## src/hdl/evt_defines.svh

```systemverilog
/*
 * Constants for the 8-bit event timer / PWM block: register offsets,
 * field positions, reset values and count clock selections.
 * Assumes it is included by bare name from design files.
 */
`ifndef EVT_DEFINES_SVH
`define EVT_DEFINES_SVH

// ****************************************
// Register byte offsets
// ****************************************
`define EVT_OFS_MODE     8'h00
`define EVT_OFS_CLKSEL   8'h04
`define EVT_OFS_COMPARE  8'h08
`define EVT_OFS_COUNTER  8'h0C
`define EVT_OFS_STATUS   8'h10

// ****************************************
// Mode control field positions
// ****************************************
`define EVT_MODE_OE      0
`define EVT_MODE_ALV     1
`define EVT_MODE_LVCLR   2
`define EVT_MODE_LVSET   3
`define EVT_MODE_PWM     6
`define EVT_MODE_CE      7
`define EVT_MODE_RDMASK  8'hC3

// ****************************************
// Clock select codes
// ****************************************
`define EVT_CS_PIN_FALL  3'h0
`define EVT_CS_PIN_RISE  3'h1
`define EVT_CS_DIV2      3'h2
`define EVT_CS_DIV4      3'h3
`define EVT_CS_DIV16     3'h4
`define EVT_CS_DIV64     3'h5
`define EVT_CS_DIV256    3'h6
`define EVT_CS_DIV1024   3'h7

// ****************************************
// Misc values
// ****************************************
`define EVT_CNT_ZERO     8'h00
`define EVT_CNT_TOP      8'hFF
`define EVT_RESET_BYTE   8'h00
`define EVT_PRESC_W      10
`define EVT_HTRANS_NSEQ  1
`define EVT_STAT_MATCH   0

`endif

```

## src/hdl/evt_pkg.sv

```systemverilog
/*
 * Types shared by the event timer design.
 * Assumes evt_defines.svh supplies the numeric constants.
 */
`default_nettype none

package evt_pkg;
    typedef enum logic [1:0] {
        EVT_OUT_OFF,
        EVT_OUT_SQUARE,
        EVT_OUT_PWM
    } evt_outmode_t;
endpackage : evt_pkg

`default_nettype wire

```

## src/hdl/evt_timer.sv

```systemverilog
/*
 * 8-bit timer / event counter with clear-on-match, square-wave and
 * PWM output, registers on AHB-Lite (zero wait state, always OKAY).
 * Assumes a 50 MHz clk; the event pin is asynchronous and is
 * synchronised before use.
 */
// Design decisions made here: the AHB-Lite slave port and the register addresses.
`include "evt_defines.svh"
`default_nettype none

// Functional notes
// - Event mode counts each chosen pin edge
// - Clock select 00H falling, 01H rising edge
// - Outside PWM, match clears counter and pulses interrupt
// - Clock select bits 0-2 pick count clock
// - Square mode toggles output on match when bit 1 is set
// - Square period is 2(N+1) count clocks
// - Level bits preset output low or high
// - Mode bit 6 selects free-running PWM
// - Bit 1 selects PWM active polarity
// - PWM ignores level set and clear bits
// - PWM active from overflow until match
// - Stopping in PWM forces inactive output
// - PWM period 256, width N clocks
// - PWM compare writes buffered until overflow
// - Compare reads return newest written value
// - Bit 0 enables timer output pin
// - First match may come up to one count clock early
// - Enable clear stops and zeroes counter
// - Level bits always read as zero
module evt_timer
    import evt_pkg::*;
(
    input  wire logic        clk,
    input  wire logic        reset_n,
    input  wire logic        hsel,
    input  wire logic [7:0]  haddr,
    input  wire logic [1:0]  htrans,
    input  wire logic        hwrite,
    input  wire logic [2:0]  hsize,
    input  wire logic [31:0] hwdata,
    input  wire logic        hready,
    output logic      [31:0] hrdata,
    output logic             hreadyout,
    output logic             hresp,
    input  wire logic        event_input_pin,
    output logic             timer_output_pin,
    output logic             match_interrupt_request
);

    // ****************************************
    // Bus slave
    // ****************************************
    logic       wr_pend_reg;
    logic [7:0] wr_addr_reg;
    logic [7:0] mode_control_register;
    logic [2:0] count_clock_field;
    logic [7:0] compare_value_register;
    logic [7:0] compare_active_reg;
    logic       compare_pend_reg;
    logic       compare_late_reg;
    logic [7:0] event_counter_value;
    logic       match_seen_reg;
    logic       bus_wr;
    logic       mode_wr;
    logic       cmp_wr;
    logic       stat_wr;
    logic       addr_phase;

    assign addr_phase = hsel & hready & htrans[`EVT_HTRANS_NSEQ];
    assign bus_wr  = wr_pend_reg;
    assign mode_wr = bus_wr & (wr_addr_reg == `EVT_OFS_MODE);
    assign cmp_wr  = bus_wr & (wr_addr_reg == `EVT_OFS_COMPARE);
    assign stat_wr = bus_wr & (wr_addr_reg == `EVT_OFS_STATUS);

    always_ff @(posedge clk or negedge reset_n) begin
        if (!reset_n) begin
            wr_pend_reg <= 1'b0;
            wr_addr_reg <= `EVT_RESET_BYTE;
        end else begin
            wr_pend_reg <= addr_phase & hwrite;
            wr_addr_reg <= haddr;
        end
    end

    // Read data registered in the address phase; zero wait state
    always_ff @(posedge clk or negedge reset_n) begin
        if (!reset_n) begin
            hrdata <= 32'h0000_0000;
        end else if (addr_phase && !hwrite) begin
            case (haddr)
                `EVT_OFS_MODE:    hrdata <= {24'h0, mode_control_register & `EVT_MODE_RDMASK};
                `EVT_OFS_CLKSEL:  hrdata <= {29'h0, count_clock_field};
                `EVT_OFS_COMPARE: hrdata <= {24'h0, compare_value_register};
                `EVT_OFS_COUNTER: hrdata <= {24'h0, event_counter_value};
                `EVT_OFS_STATUS:  hrdata <= {31'h0, match_seen_reg};
                default:          hrdata <= 32'h0000_0000;
            endcase
        end
    end

    always_ff @(posedge clk or negedge reset_n) begin
        if (!reset_n) begin
            hreadyout <= 1'b0;
            hresp     <= 1'b0;
        end else begin
            hreadyout <= 1'b1;
            hresp     <= 1'b0;
        end
    end

    // ****************************************
    // Control registers
    // ****************************************
    always_ff @(posedge clk or negedge reset_n) begin
        if (!reset_n) begin
            mode_control_register <= `EVT_RESET_BYTE;
        end else if (mode_wr) begin
            mode_control_register <= hwdata[7:0];
        end
    end

    always_ff @(posedge clk or negedge reset_n) begin
        if (!reset_n) begin
            count_clock_field <= `EVT_CS_PIN_FALL;
        end else if (bus_wr && wr_addr_reg == `EVT_OFS_CLKSEL) begin
            count_clock_field <= hwdata[2:0];
        end
    end

    logic count_enable_bit;
    logic pwm_mode_select_bit;
    logic active_level_bit;
    logic output_enable_bit;
    logic output_level_set_bit;
    logic output_level_clear_bit;

    assign count_enable_bit       = mode_control_register[`EVT_MODE_CE];
    assign pwm_mode_select_bit    = mode_control_register[`EVT_MODE_PWM];
    assign active_level_bit       = mode_control_register[`EVT_MODE_ALV];
    assign output_enable_bit      = mode_control_register[`EVT_MODE_OE];
    assign output_level_set_bit   = mode_control_register[`EVT_MODE_LVSET];
    assign output_level_clear_bit = mode_control_register[`EVT_MODE_LVCLR];

    // ****************************************
    // Count clock source
    // ****************************************
    logic                   pin_meta_reg;
    logic                   pin_sync_reg;
    logic                   pin_prev_reg;
    logic [`EVT_PRESC_W-1:0] presc_reg;
    logic [`EVT_PRESC_W-1:0] presc_next;
    logic                   tick;

    always_ff @(posedge clk or negedge reset_n) begin
        if (!reset_n) begin
            pin_meta_reg <= 1'b0;
            pin_sync_reg <= 1'b0;
            pin_prev_reg <= 1'b0;
        end else begin
            pin_meta_reg <= event_input_pin;
            pin_sync_reg <= pin_meta_reg;
            pin_prev_reg <= pin_sync_reg;
        end
    end

    // Free-running prescaler: start is not aligned to it, so the first
    // period may run up to one count clock short
    assign presc_next = presc_reg + 1'b1;
    always_ff @(posedge clk or negedge reset_n) begin
        if (!reset_n) begin
            presc_reg <= '0;
        end else begin
            presc_reg <= presc_next;
        end
    end

    always_comb begin
        case (count_clock_field)
            `EVT_CS_PIN_FALL: tick = pin_prev_reg & ~pin_sync_reg;
            `EVT_CS_PIN_RISE: tick = ~pin_prev_reg & pin_sync_reg;
            `EVT_CS_DIV2:     tick = presc_next[0] & ~presc_reg[0];
            `EVT_CS_DIV4:     tick = presc_next[1] & ~presc_reg[1];
            `EVT_CS_DIV16:    tick = presc_next[3] & ~presc_reg[3];
            `EVT_CS_DIV64:    tick = presc_next[5] & ~presc_reg[5];
            `EVT_CS_DIV256:   tick = presc_next[7] & ~presc_reg[7];
            `EVT_CS_DIV1024:  tick = presc_next[9] & ~presc_reg[9];
            default:          tick = 1'b0;
        endcase
    end

    // ****************************************
    // Counter and compare
    // ****************************************
    logic run_tick;
    logic match_hit;
    logic overflow;

    assign run_tick  = count_enable_bit & tick;
    assign match_hit = run_tick & ~pwm_mode_select_bit
                     & (event_counter_value == compare_active_reg);
    assign overflow  = run_tick & pwm_mode_select_bit
                     & (event_counter_value == `EVT_CNT_TOP);

    always_ff @(posedge clk or negedge reset_n) begin
        if (!reset_n) begin
            event_counter_value <= `EVT_CNT_ZERO;
        end else if (!count_enable_bit) begin
            event_counter_value <= `EVT_CNT_ZERO;
        end else if (match_hit) begin
            event_counter_value <= `EVT_CNT_ZERO;
        end else if (run_tick) begin
            event_counter_value <= event_counter_value + 8'h01;
        end
    end

    // Software-visible copy; active copy follows it at once outside PWM
    always_ff @(posedge clk or negedge reset_n) begin
        if (!reset_n) begin
            compare_value_register <= `EVT_RESET_BYTE;
        end else if (cmp_wr) begin
            compare_value_register <= hwdata[7:0];
        end
    end

    // A write landing once the counter stands at FFH misses the coming
    // overflow and moves on the one after it; earlier writes move on the next
    always_ff @(posedge clk or negedge reset_n) begin
        if (!reset_n) begin
            compare_active_reg <= `EVT_RESET_BYTE;
            compare_pend_reg   <= 1'b0;
            compare_late_reg   <= 1'b0;
        end else if (!pwm_mode_select_bit || !count_enable_bit) begin
            compare_pend_reg <= 1'b0;
            compare_late_reg <= 1'b0;
            if (cmp_wr) begin
                compare_active_reg <= hwdata[7:0];
            end else begin
                compare_active_reg <= compare_value_register;
            end
        end else if (cmp_wr) begin
            compare_pend_reg <= 1'b1;
            compare_late_reg <= (event_counter_value == `EVT_CNT_TOP) & ~overflow;
        end else if (overflow && compare_late_reg) begin
            compare_late_reg <= 1'b0;
        end else if (overflow && compare_pend_reg) begin
            compare_active_reg <= compare_value_register;
            compare_pend_reg   <= 1'b0;
        end
    end

    always_ff @(posedge clk or negedge reset_n) begin
        if (!reset_n) begin
            match_interrupt_request <= 1'b0;
        end else begin
            match_interrupt_request <= match_hit;
        end
    end

    // Sticky copy for polling; a new match wins over a clear
    always_ff @(posedge clk or negedge reset_n) begin
        if (!reset_n) begin
            match_seen_reg <= 1'b0;
        end else if (match_hit) begin
            match_seen_reg <= 1'b1;
        end else if (stat_wr && hwdata[`EVT_STAT_MATCH]) begin
            match_seen_reg <= 1'b0;
        end
    end

    // ****************************************
    // Output flip-flop
    // ****************************************
    logic         toggle_ff_reg;
    logic         pwm_active_reg;
    evt_outmode_t out_mode;
    logic         pwm_level;
    logic [7:0]   compare_next;

    // Compare that governs the period the coming overflow opens
    assign compare_next = (compare_pend_reg && !compare_late_reg) ? compare_value_register
                                                                  : compare_active_reg;

    always_ff @(posedge clk or negedge reset_n) begin
        if (!reset_n) begin
            toggle_ff_reg <= 1'b0;
        end else if (pwm_mode_select_bit || (mode_wr && hwdata[`EVT_MODE_PWM])) begin
            toggle_ff_reg <= toggle_ff_reg;
        end else if (mode_wr && hwdata[`EVT_MODE_LVCLR] && !hwdata[`EVT_MODE_LVSET]) begin
            toggle_ff_reg <= 1'b0;
        end else if (mode_wr && hwdata[`EVT_MODE_LVSET] && !hwdata[`EVT_MODE_LVCLR]) begin
            toggle_ff_reg <= 1'b1;
        end else if (match_hit && active_level_bit) begin
            toggle_ff_reg <= ~toggle_ff_reg;
        end
    end

    // Active from overflow until match of the active compare value
    always_ff @(posedge clk or negedge reset_n) begin
        if (!reset_n) begin
            pwm_active_reg <= 1'b0;
        end else if (!count_enable_bit || !pwm_mode_select_bit) begin
            pwm_active_reg <= 1'b0;
        end else if (overflow) begin
            pwm_active_reg <= compare_next != `EVT_CNT_ZERO;
        end else if (run_tick && event_counter_value + 8'h01 == compare_active_reg) begin
            pwm_active_reg <= 1'b0;
        end
    end

    always_comb begin
        if (!output_enable_bit) begin
            out_mode = EVT_OUT_OFF;
        end else if (pwm_mode_select_bit) begin
            out_mode = EVT_OUT_PWM;
        end else begin
            out_mode = EVT_OUT_SQUARE;
        end
    end

    assign pwm_level = pwm_active_reg ^ active_level_bit;

    always_ff @(posedge clk or negedge reset_n) begin
        if (!reset_n) begin
            timer_output_pin <= 1'b0;
        end else begin
            case (out_mode)
                EVT_OUT_OFF:    timer_output_pin <= 1'b0;
                EVT_OUT_SQUARE: timer_output_pin <= toggle_ff_reg;
                EVT_OUT_PWM:    timer_output_pin <= pwm_level;
                default:        timer_output_pin <= 1'b0;
            endcase
        end
    end

endmodule : evt_timer

`default_nettype wire

```

## config.mk

```make
export PLATFORM = sky130hd
export DESIGN_NAME = evt_timer
export DESIGN_NICKNAME = d
export VERILOG_FILES = /design/src/hdl/evt_pkg.sv /design/src/hdl/evt_timer.sv
export VERILOG_INCLUDE_DIRS = /design/src /design/src/hdl
export SDC_FILE = /design/constraint.sdc
export NUM_CORES = 1
export LEC_CHECK = 0
export ABC_CLOCK_PERIOD_IN_PS = 4200
export BUFFER_PORTS_ARGS = -buffer_cell sky130_fd_sc_hd__buf_2
export CAP_MARGIN = 30
export CELL_PAD_IN_SITES_DETAIL_PLACEMENT = 1
export CELL_PAD_IN_SITES_GLOBAL_PLACEMENT = 2
export CORE_UTILIZATION = 36
export CTS_CLUSTER_SIZE = 20
export DETAILED_ROUTE_END_ITERATION = 10
export PLACE_DENSITY = 0.9
export SLEW_MARGIN = 0
export SYNTH_ARGS = -nofsm -noshare
export SYNTH_HDL_FRONTEND = slang
export SYNTH_SLANG_ARGS = --single-unit
```

## constraint.sdc

```tcl
create_clock -name clk -period 4.2 [get_ports clk]
set_input_delay 0.42 -clock clk [delete_from_list [all_inputs] [get_ports clk]]
set_output_delay 0.42 -clock clk [all_outputs]
set_load 0.01 [all_outputs]
```

==> results.yml, run 1 <==
setup_path:
  critical_path_required_ps: 4410
  arrival_ps: 3330
  worst_setup_path_end_kind: "register"
  worstSetupPathType: "register to register"
  crit_path_max_fanout: 9
  startpoint_type: "register"
clock_network:
  cts_num_sinks: 69
  clockBufferDepth: 2
  hold_buffers: 0
  cts_tree: "yes"
  cts-resized-gates: 0
  cts_buffers: 9
  post-cts-setup-buffer-count: 0
  htreeDepth: 3
  clk_pin_slew_ps: 80
  cts-root-buf: "clkbuf_8"
  clock_latency_ps: 340
power:
  peakVddDrop_mv: 0.177
  powerDensity_nw_per_um2: 329
  total_power_w: 0.00132
  p_leak_nw: 1.87
yosys:
  synth-seq-cells: 69
  synthTopCellsByArea: "dfrtp_1 (47%), mux2_2 (5.8%), buf_4 (5.5%), nand2_1 (2.8%), o21ai_0 (2.7%)"
  synth_cell_types: 53
  synth_enable_flop_cells: 0
  synth_top_area_share: 0.468
  synthTopCellsByCount: "dfrtp_1 (69), nand2_1 (28), buf_4 (27)"
  yosysTopAreaCell: "dfrtp_1"
  syn_avg_cell_area_sq_um: 10.5
  synth_flop_cell: "dfrtp_1"
  post-synth-top-count-cell: "dfrtp_1"
  ys_seq_area_frac: 0.468
  netlist_instances: 353
  synth_area_sq_um: 3690
  async_reset_ff_frac: 1.00
  yosysWarnings: 0
finish:
  num-nets-final: 441
  synthToLayoutAreaGrowth_pct: 8.47
  fillCellCount: 1124
  largest_reg_flops: 10
  multi_input_area_sq_um: 1710
  fin_util: 0.406
  regArea_sq_um: 1730
  drive_gt1_frac: 0.192
  diodes: 0
timing:
  hold_violations: 0
  slew_violations: 0
  finalSetupViolations: 0
  hold_slack_ps: 118
  post-route-period-util: 0.744
  final.min_clock_period_ps: 3120
  slew_headroom: 0.530
  finalSetupTns_ps: 0
  clock.fmax_ghz: 0.320
  skew_ps: 16.4
  rsz0062_at_grt: "no"
  worstMarginPinSlew_ps: 705
drt:
  drt_wl_total_um: 8750
  wl_per_cell_um: 16.8
  avgViaCountPerCell: 5.21
  drt_iter0_markers: 136
  firstDrtPassIters: 4
  drcViolationCount: 0
  vias: 2706
  detail-route-antenna-nets: 0
global_route:
  grt_util_all_layers: 0.184
  grt_max_degree: 42
  overflow: 0
  grt_pass1_wl_um: 14600
  grt_pass1_vias: 2824
  antenna_found_initial: 0
floorplanning:
  die_x_um: 103
  start_util: 0.374
  pin_count: 87
  core_area_sq_um: 9860
  die_y_um: 103
  die-area_sq_um: 10700
  std_cell_rows: 36
place:
  gp_congestion: 0.814
  io_buffers: 33
  dp_hpwl_um: 6500
flow_run:
  max_cap_viol_count: 0
min_path:
  hold_class: "input pin to asynchronous set/reset pin"
status:
  status: "finished clean"
==> placed cells by master (no fill, tap or decap), types with 3 or more instances in the layout <==
cell type | netlist | final
dfrtp_1 | 69 | 69
buf_2 | 3 | 33
nand2_1 | 28 | 28
conb_1 | 2 | 26
o21ai_0 | 20 | 20
mux2_2 | 19 | 19
inv_1 | 15 | 15
nor2_1 | 15 | 15
a22oi_1 | 11 | 11
clkbuf_8 | 0 | 11
xor2_1 | 10 | 10
nand3_1 | 10 | 10
o2bb2ai_1 | 9 | 9
and3_1 | 8 | 8
nor4_1 | 8 | 8
xnor2_1 | 7 | 7
a21oi_1 | 7 | 7
a21o_1 | 7 | 7
ha_1 | 7 | 7
nor3_1 | 6 | 6
mux2i_1 | 6 | 6
nand4_1 | 5 | 5
nor2b_1 | 4 | 4
nand4b_1 | 3 | 3
or3_1 | 3 | 3
nor3b_1 | 3 | 3
==> final timing paths <==
path                                              from                                   end  slack (ps)  depth (start not counted)
min in group clk                       event_input_pin                pin_meta_reg$_DFF_PN0_         200                          1
max in group asynchronous                      reset_n  mode_control_register[6]$_DFFE_PN0P_        3060                          2
worst min register to register  pin_meta_reg$_DFF_PN0_                pin_sync_reg$_DFF_PN0_         370                          0
worst max register to register  presc_reg[2]$_DFF_PN0_     compare_active_reg[0]$_DFFE_PN0P_        1080                         11
worst min-delay path                           reset_n    event_counter_value[7]$_DFFE_PN0P_         120                          1
worst max-delay path            presc_reg[2]$_DFF_PN0_     compare_active_reg[0]$_DFFE_PN0P_        1080                         11
==> report_power, final <==
| part | internal (W) | switching (W) | leakage (nW) |
|---|---|---|---|
| Clock | 0.000239 | 0.000241 | 0.0881 |
| Combinational | 0.0000477 | 0.0000746 | 0.923 |
| Sequential | 0.000686 | 0.0000297 | 0.864 |
==> worst max-delay path, cell delays in order, from the launching register on <==
cell	delay [ps]
dfrtp_1	420
and3_1	190
and3_1	190
and3_1	200
and3_1	190
ha_1	170
mux4_2	460
and2_4	170
a21o_4	220
and4b_1	310
a21o_1	300
o2bb2ai_1	170
==> routing by layer <==
layer | vias to the layer above | global-route usage | share of wire
li1 | 1276 | - | -
met1 | 1376 | 0.234 | 0.44
met2 | 45 | 0.320 | 0.52
met3 | 9 | 0.0336 | 0.027
met4 | 0 | 0.0542 | 0.013
met5 | - | 0 | 0
==> final cells by class <==
cell class                 count  share of cell area
clock inverter                 2             0.00250
multi-input combinational    253               0.427
clock buffer                  12              0.0387
timing repair buffer          35              0.0450
tap                          133              0.0415
inverter                      15              0.0141
sequential                    69               0.431
==> through the flow <==
| step | cell area [sq um] | cells | setup WS (ps) |
|---|---|---|---|
| after floorplan | 3780 | 377 | 1320 |
| after global placement | 3840 | 505 | 1120 |
| after detailed placement | 3840 | 505 | 1080 |
| after CTS | 4010 | 519 | 1060 |
| after global routing | 4010 | 519 | 920 |
| final | 4010 | 519 | 1080 |
==> logic make-up after synthesis <==
family	share of synthesized area
buf+inv	0.0935
flops	0.468
compound gates	0.132
other cells	0.00203
xor+xnor	0.0403
simple gates	0.154
mux	0.0864
fa+ha+maj	0.0237
No activity file was read; power rests on OpenSTA's default activity.
==> run 2, diff against run 1 <==
Settings changed: ABC_CLOCK_PERIOD_IN_PS 4200 to 2900, CORE_UTILIZATION 36 to 34, PLACE_DENSITY 0.9 to 0.86.
Clock period 4.2 ns to 2.9 ns, I/O delays scaled along.
==> run 2 against run 1 <==
Net effect:
- total power rose by 48%
- critical path type unchanged
- register-to-register slack got worse by 1000 ps
- clock skew fell by 3.1 ps
- global-route usage fell by 1.5 points
- sequential share of layout area fell by 1.9 points
- largest power group unchanged
- die area rose by 5.8%
- sequential power rose by 45%
- utilization fell by 0.36 points
==> results.yml, run 2 (synthesis gave the netlist of run 1 again) <==
finish:
  regArea_sq_um: 1730
  final_cell_mix: "dfrtp_1 (69), buf_2 (33), nand2_1 (28)"
  final_common_cell: "dfrtp_1"
  diodes: 0
  final_cell_area_sq_um: 4190
  drive_gt1_frac: 0.249
  num-nets-final: 452
  fillCellCount: 1208
  largest_reg_flops: 10
  multi_input_area_sq_um: 1800
  synthToLayoutAreaGrowth_pct: 13.5
global_route:
  grt_util_all_layers: 0.169
  overflow: 0
  grt_max_degree: 70
  antenna_found_initial: 0
  grt_pass1_wl_um: 14600
  grt_pass1_vias: 2893
drt:
  drt_iter0_markers: 61
  firstDrtPassIters: 4
  drt_wl_total_um: 8870
  detail-route-antenna-nets: 0
  wl_per_cell_um: 16.6
  vias: 2771
  drcViolationCount: 0
  avgViaCountPerCell: 5.19
floorplanning:
  core_area_sq_um: 10400
  start_util: 0.354
  die-area_sq_um: 11300
  die_y_um: 106
  std_cell_rows: 37
  die_x_um: 106
  pin_count: 87
clock_network:
  cts_num_sinks: 69
  htreeDepth: 3
  cts_tree: "yes"
  clk_pin_slew_ps: 70
  cts-root-buf: "clkbuf_8"
  clock_latency_ps: 350
  cts_buffers: 9
  clockBufferDepth: 2
place:
  place_area_sq_um: 3900
  io_buffers: 33
  gp_congestion: 0.844
  dp_hpwl_um: 6480
power:
  p_leak_nw: 1.94
  powerDensity_nw_per_um2: 466
  peakVddDrop_mv: 0.258
setup_path:
  crit_path_max_fanout: 8
  path_delay_family: "simple AND/OR/NAND/NOR gates"
  worst_setup_path_end_kind: "register"
  critical-path-max-stage-delay_ps: 450
  cpMostUsedCell: "and3_4"
  arrival_ps: 3060
  crit_buf_inv: 0
  critical_path_required_ps: 3130
  slowest_stage: "mux4_2"
  path_cells: "and3_4 -> and3_4 -> and3_4 -> and3_1 -> ha_2 -> mux4_2 -> and2_4 -> a21o_4 -> and4b_2 -> a21o_4 -> o2bb2ai_2"
  worstSetupPathType: "register to register"
  startpoint_type: "register"
timing:
  worstMarginPinSlew_ps: 900
  hold_slack_ps: 51.7
  slew_violations: 0
  skew_ps: 13.2
  post-route-period-util: 0.977
  slew_headroom: 0.400
  final.min_clock_period_ps: 2830
  finalSetupViolations: 0
  clock.fmax_ghz: 0.353
  hold_violations: 0
status:
  status: "finished clean"
min_path:
  hold_class: "input pin to register"
flow_run:
  max_cap_viol_count: 0
run 2: final timing paths:
kind / start / to / slack, ps / cells after the start
worst max-delay path: presc_reg[0]$_DFF_PN0_ / compare_active_reg[3]$_DFFE_PN0P_ / 70 / 11
worst min-delay path: event_input_pin / pin_meta_reg$_DFF_PN0_ / 50 / 1
worst max register to register: presc_reg[0]$_DFF_PN0_ / compare_active_reg[3]$_DFFE_PN0P_ / 70 / 11
worst min register to register: pin_meta_reg$_DFF_PN0_ / pin_sync_reg$_DFF_PN0_ / 350 / 0
max in group asynchronous: reset_n / presc_reg[9]$_DFF_PN0_ / 2160 / 2
min in group asynchronous: reset_n / event_counter_value[2]$_DFFE_PN0P_ / 150 / 2
run 2: cell type report:
| class | count | share of cell area |
|---|---|---|
| clock buffer | 14 | 0.0412 |
| clock inverter | 1 | 0.00119 |
| inverter | 15 | 0.0134 |
| multi-input combinational | 253 | 0.429 |
| sequential | 69 | 0.412 |
| tap | 136 | 0.0406 |
| timing repair buffer | 46 | 0.0627 |
run 2: through the flow:
step,std cells,worst slack [ps],power [W],setup TNS (ps),utilization
5_1_grt,534,-8.46,0.00206,-18.9,0.402
2_1_floorplan,377,18.6,0.00118,0,-
4_1_cts,531,12.4,0.00197,0,0.393
6_report,534,67.9,0.00195,0,0.402
3_3_place_gp,516,24.7,0.00123,0,0.375
3_5_place_dp,516,-45.5,0.00124,-280,0.375
run 2: repair_timing:
action / 4_1_cts / 5_1_grt
setup buffers: 0 / 3
pin swaps: 0 / 2
hold buffers: 0 / 0
setup endpoints to repair: 9 / 15
resized for setup: 3 / 13
run 2: report_power, final:
| group | leakage [nW] | internal (W) | total [W] | switching [W] |
|---|---|---|---|---|
| registers | 0.864 | 0.000994 | 0.00104 | 0.0000418 |
| clock network | 0.0926 | 0.000376 | 0.000726 | 0.000350 |
| logic | 0.985 | 0.0000789 | 0.000191 | 0.000112 |
run 2: metal layers:
layer / routed length (um) / global-route usage / vias to the layer above
met1: 3780 / 0.210 / 1404
met3: 316 / 0.0319 / 14
li1: - / - / 1304
met2: 4640 / 0.291 / 49
met5: 0 / 0 / -
met4: 133 / 0.0575 / 0
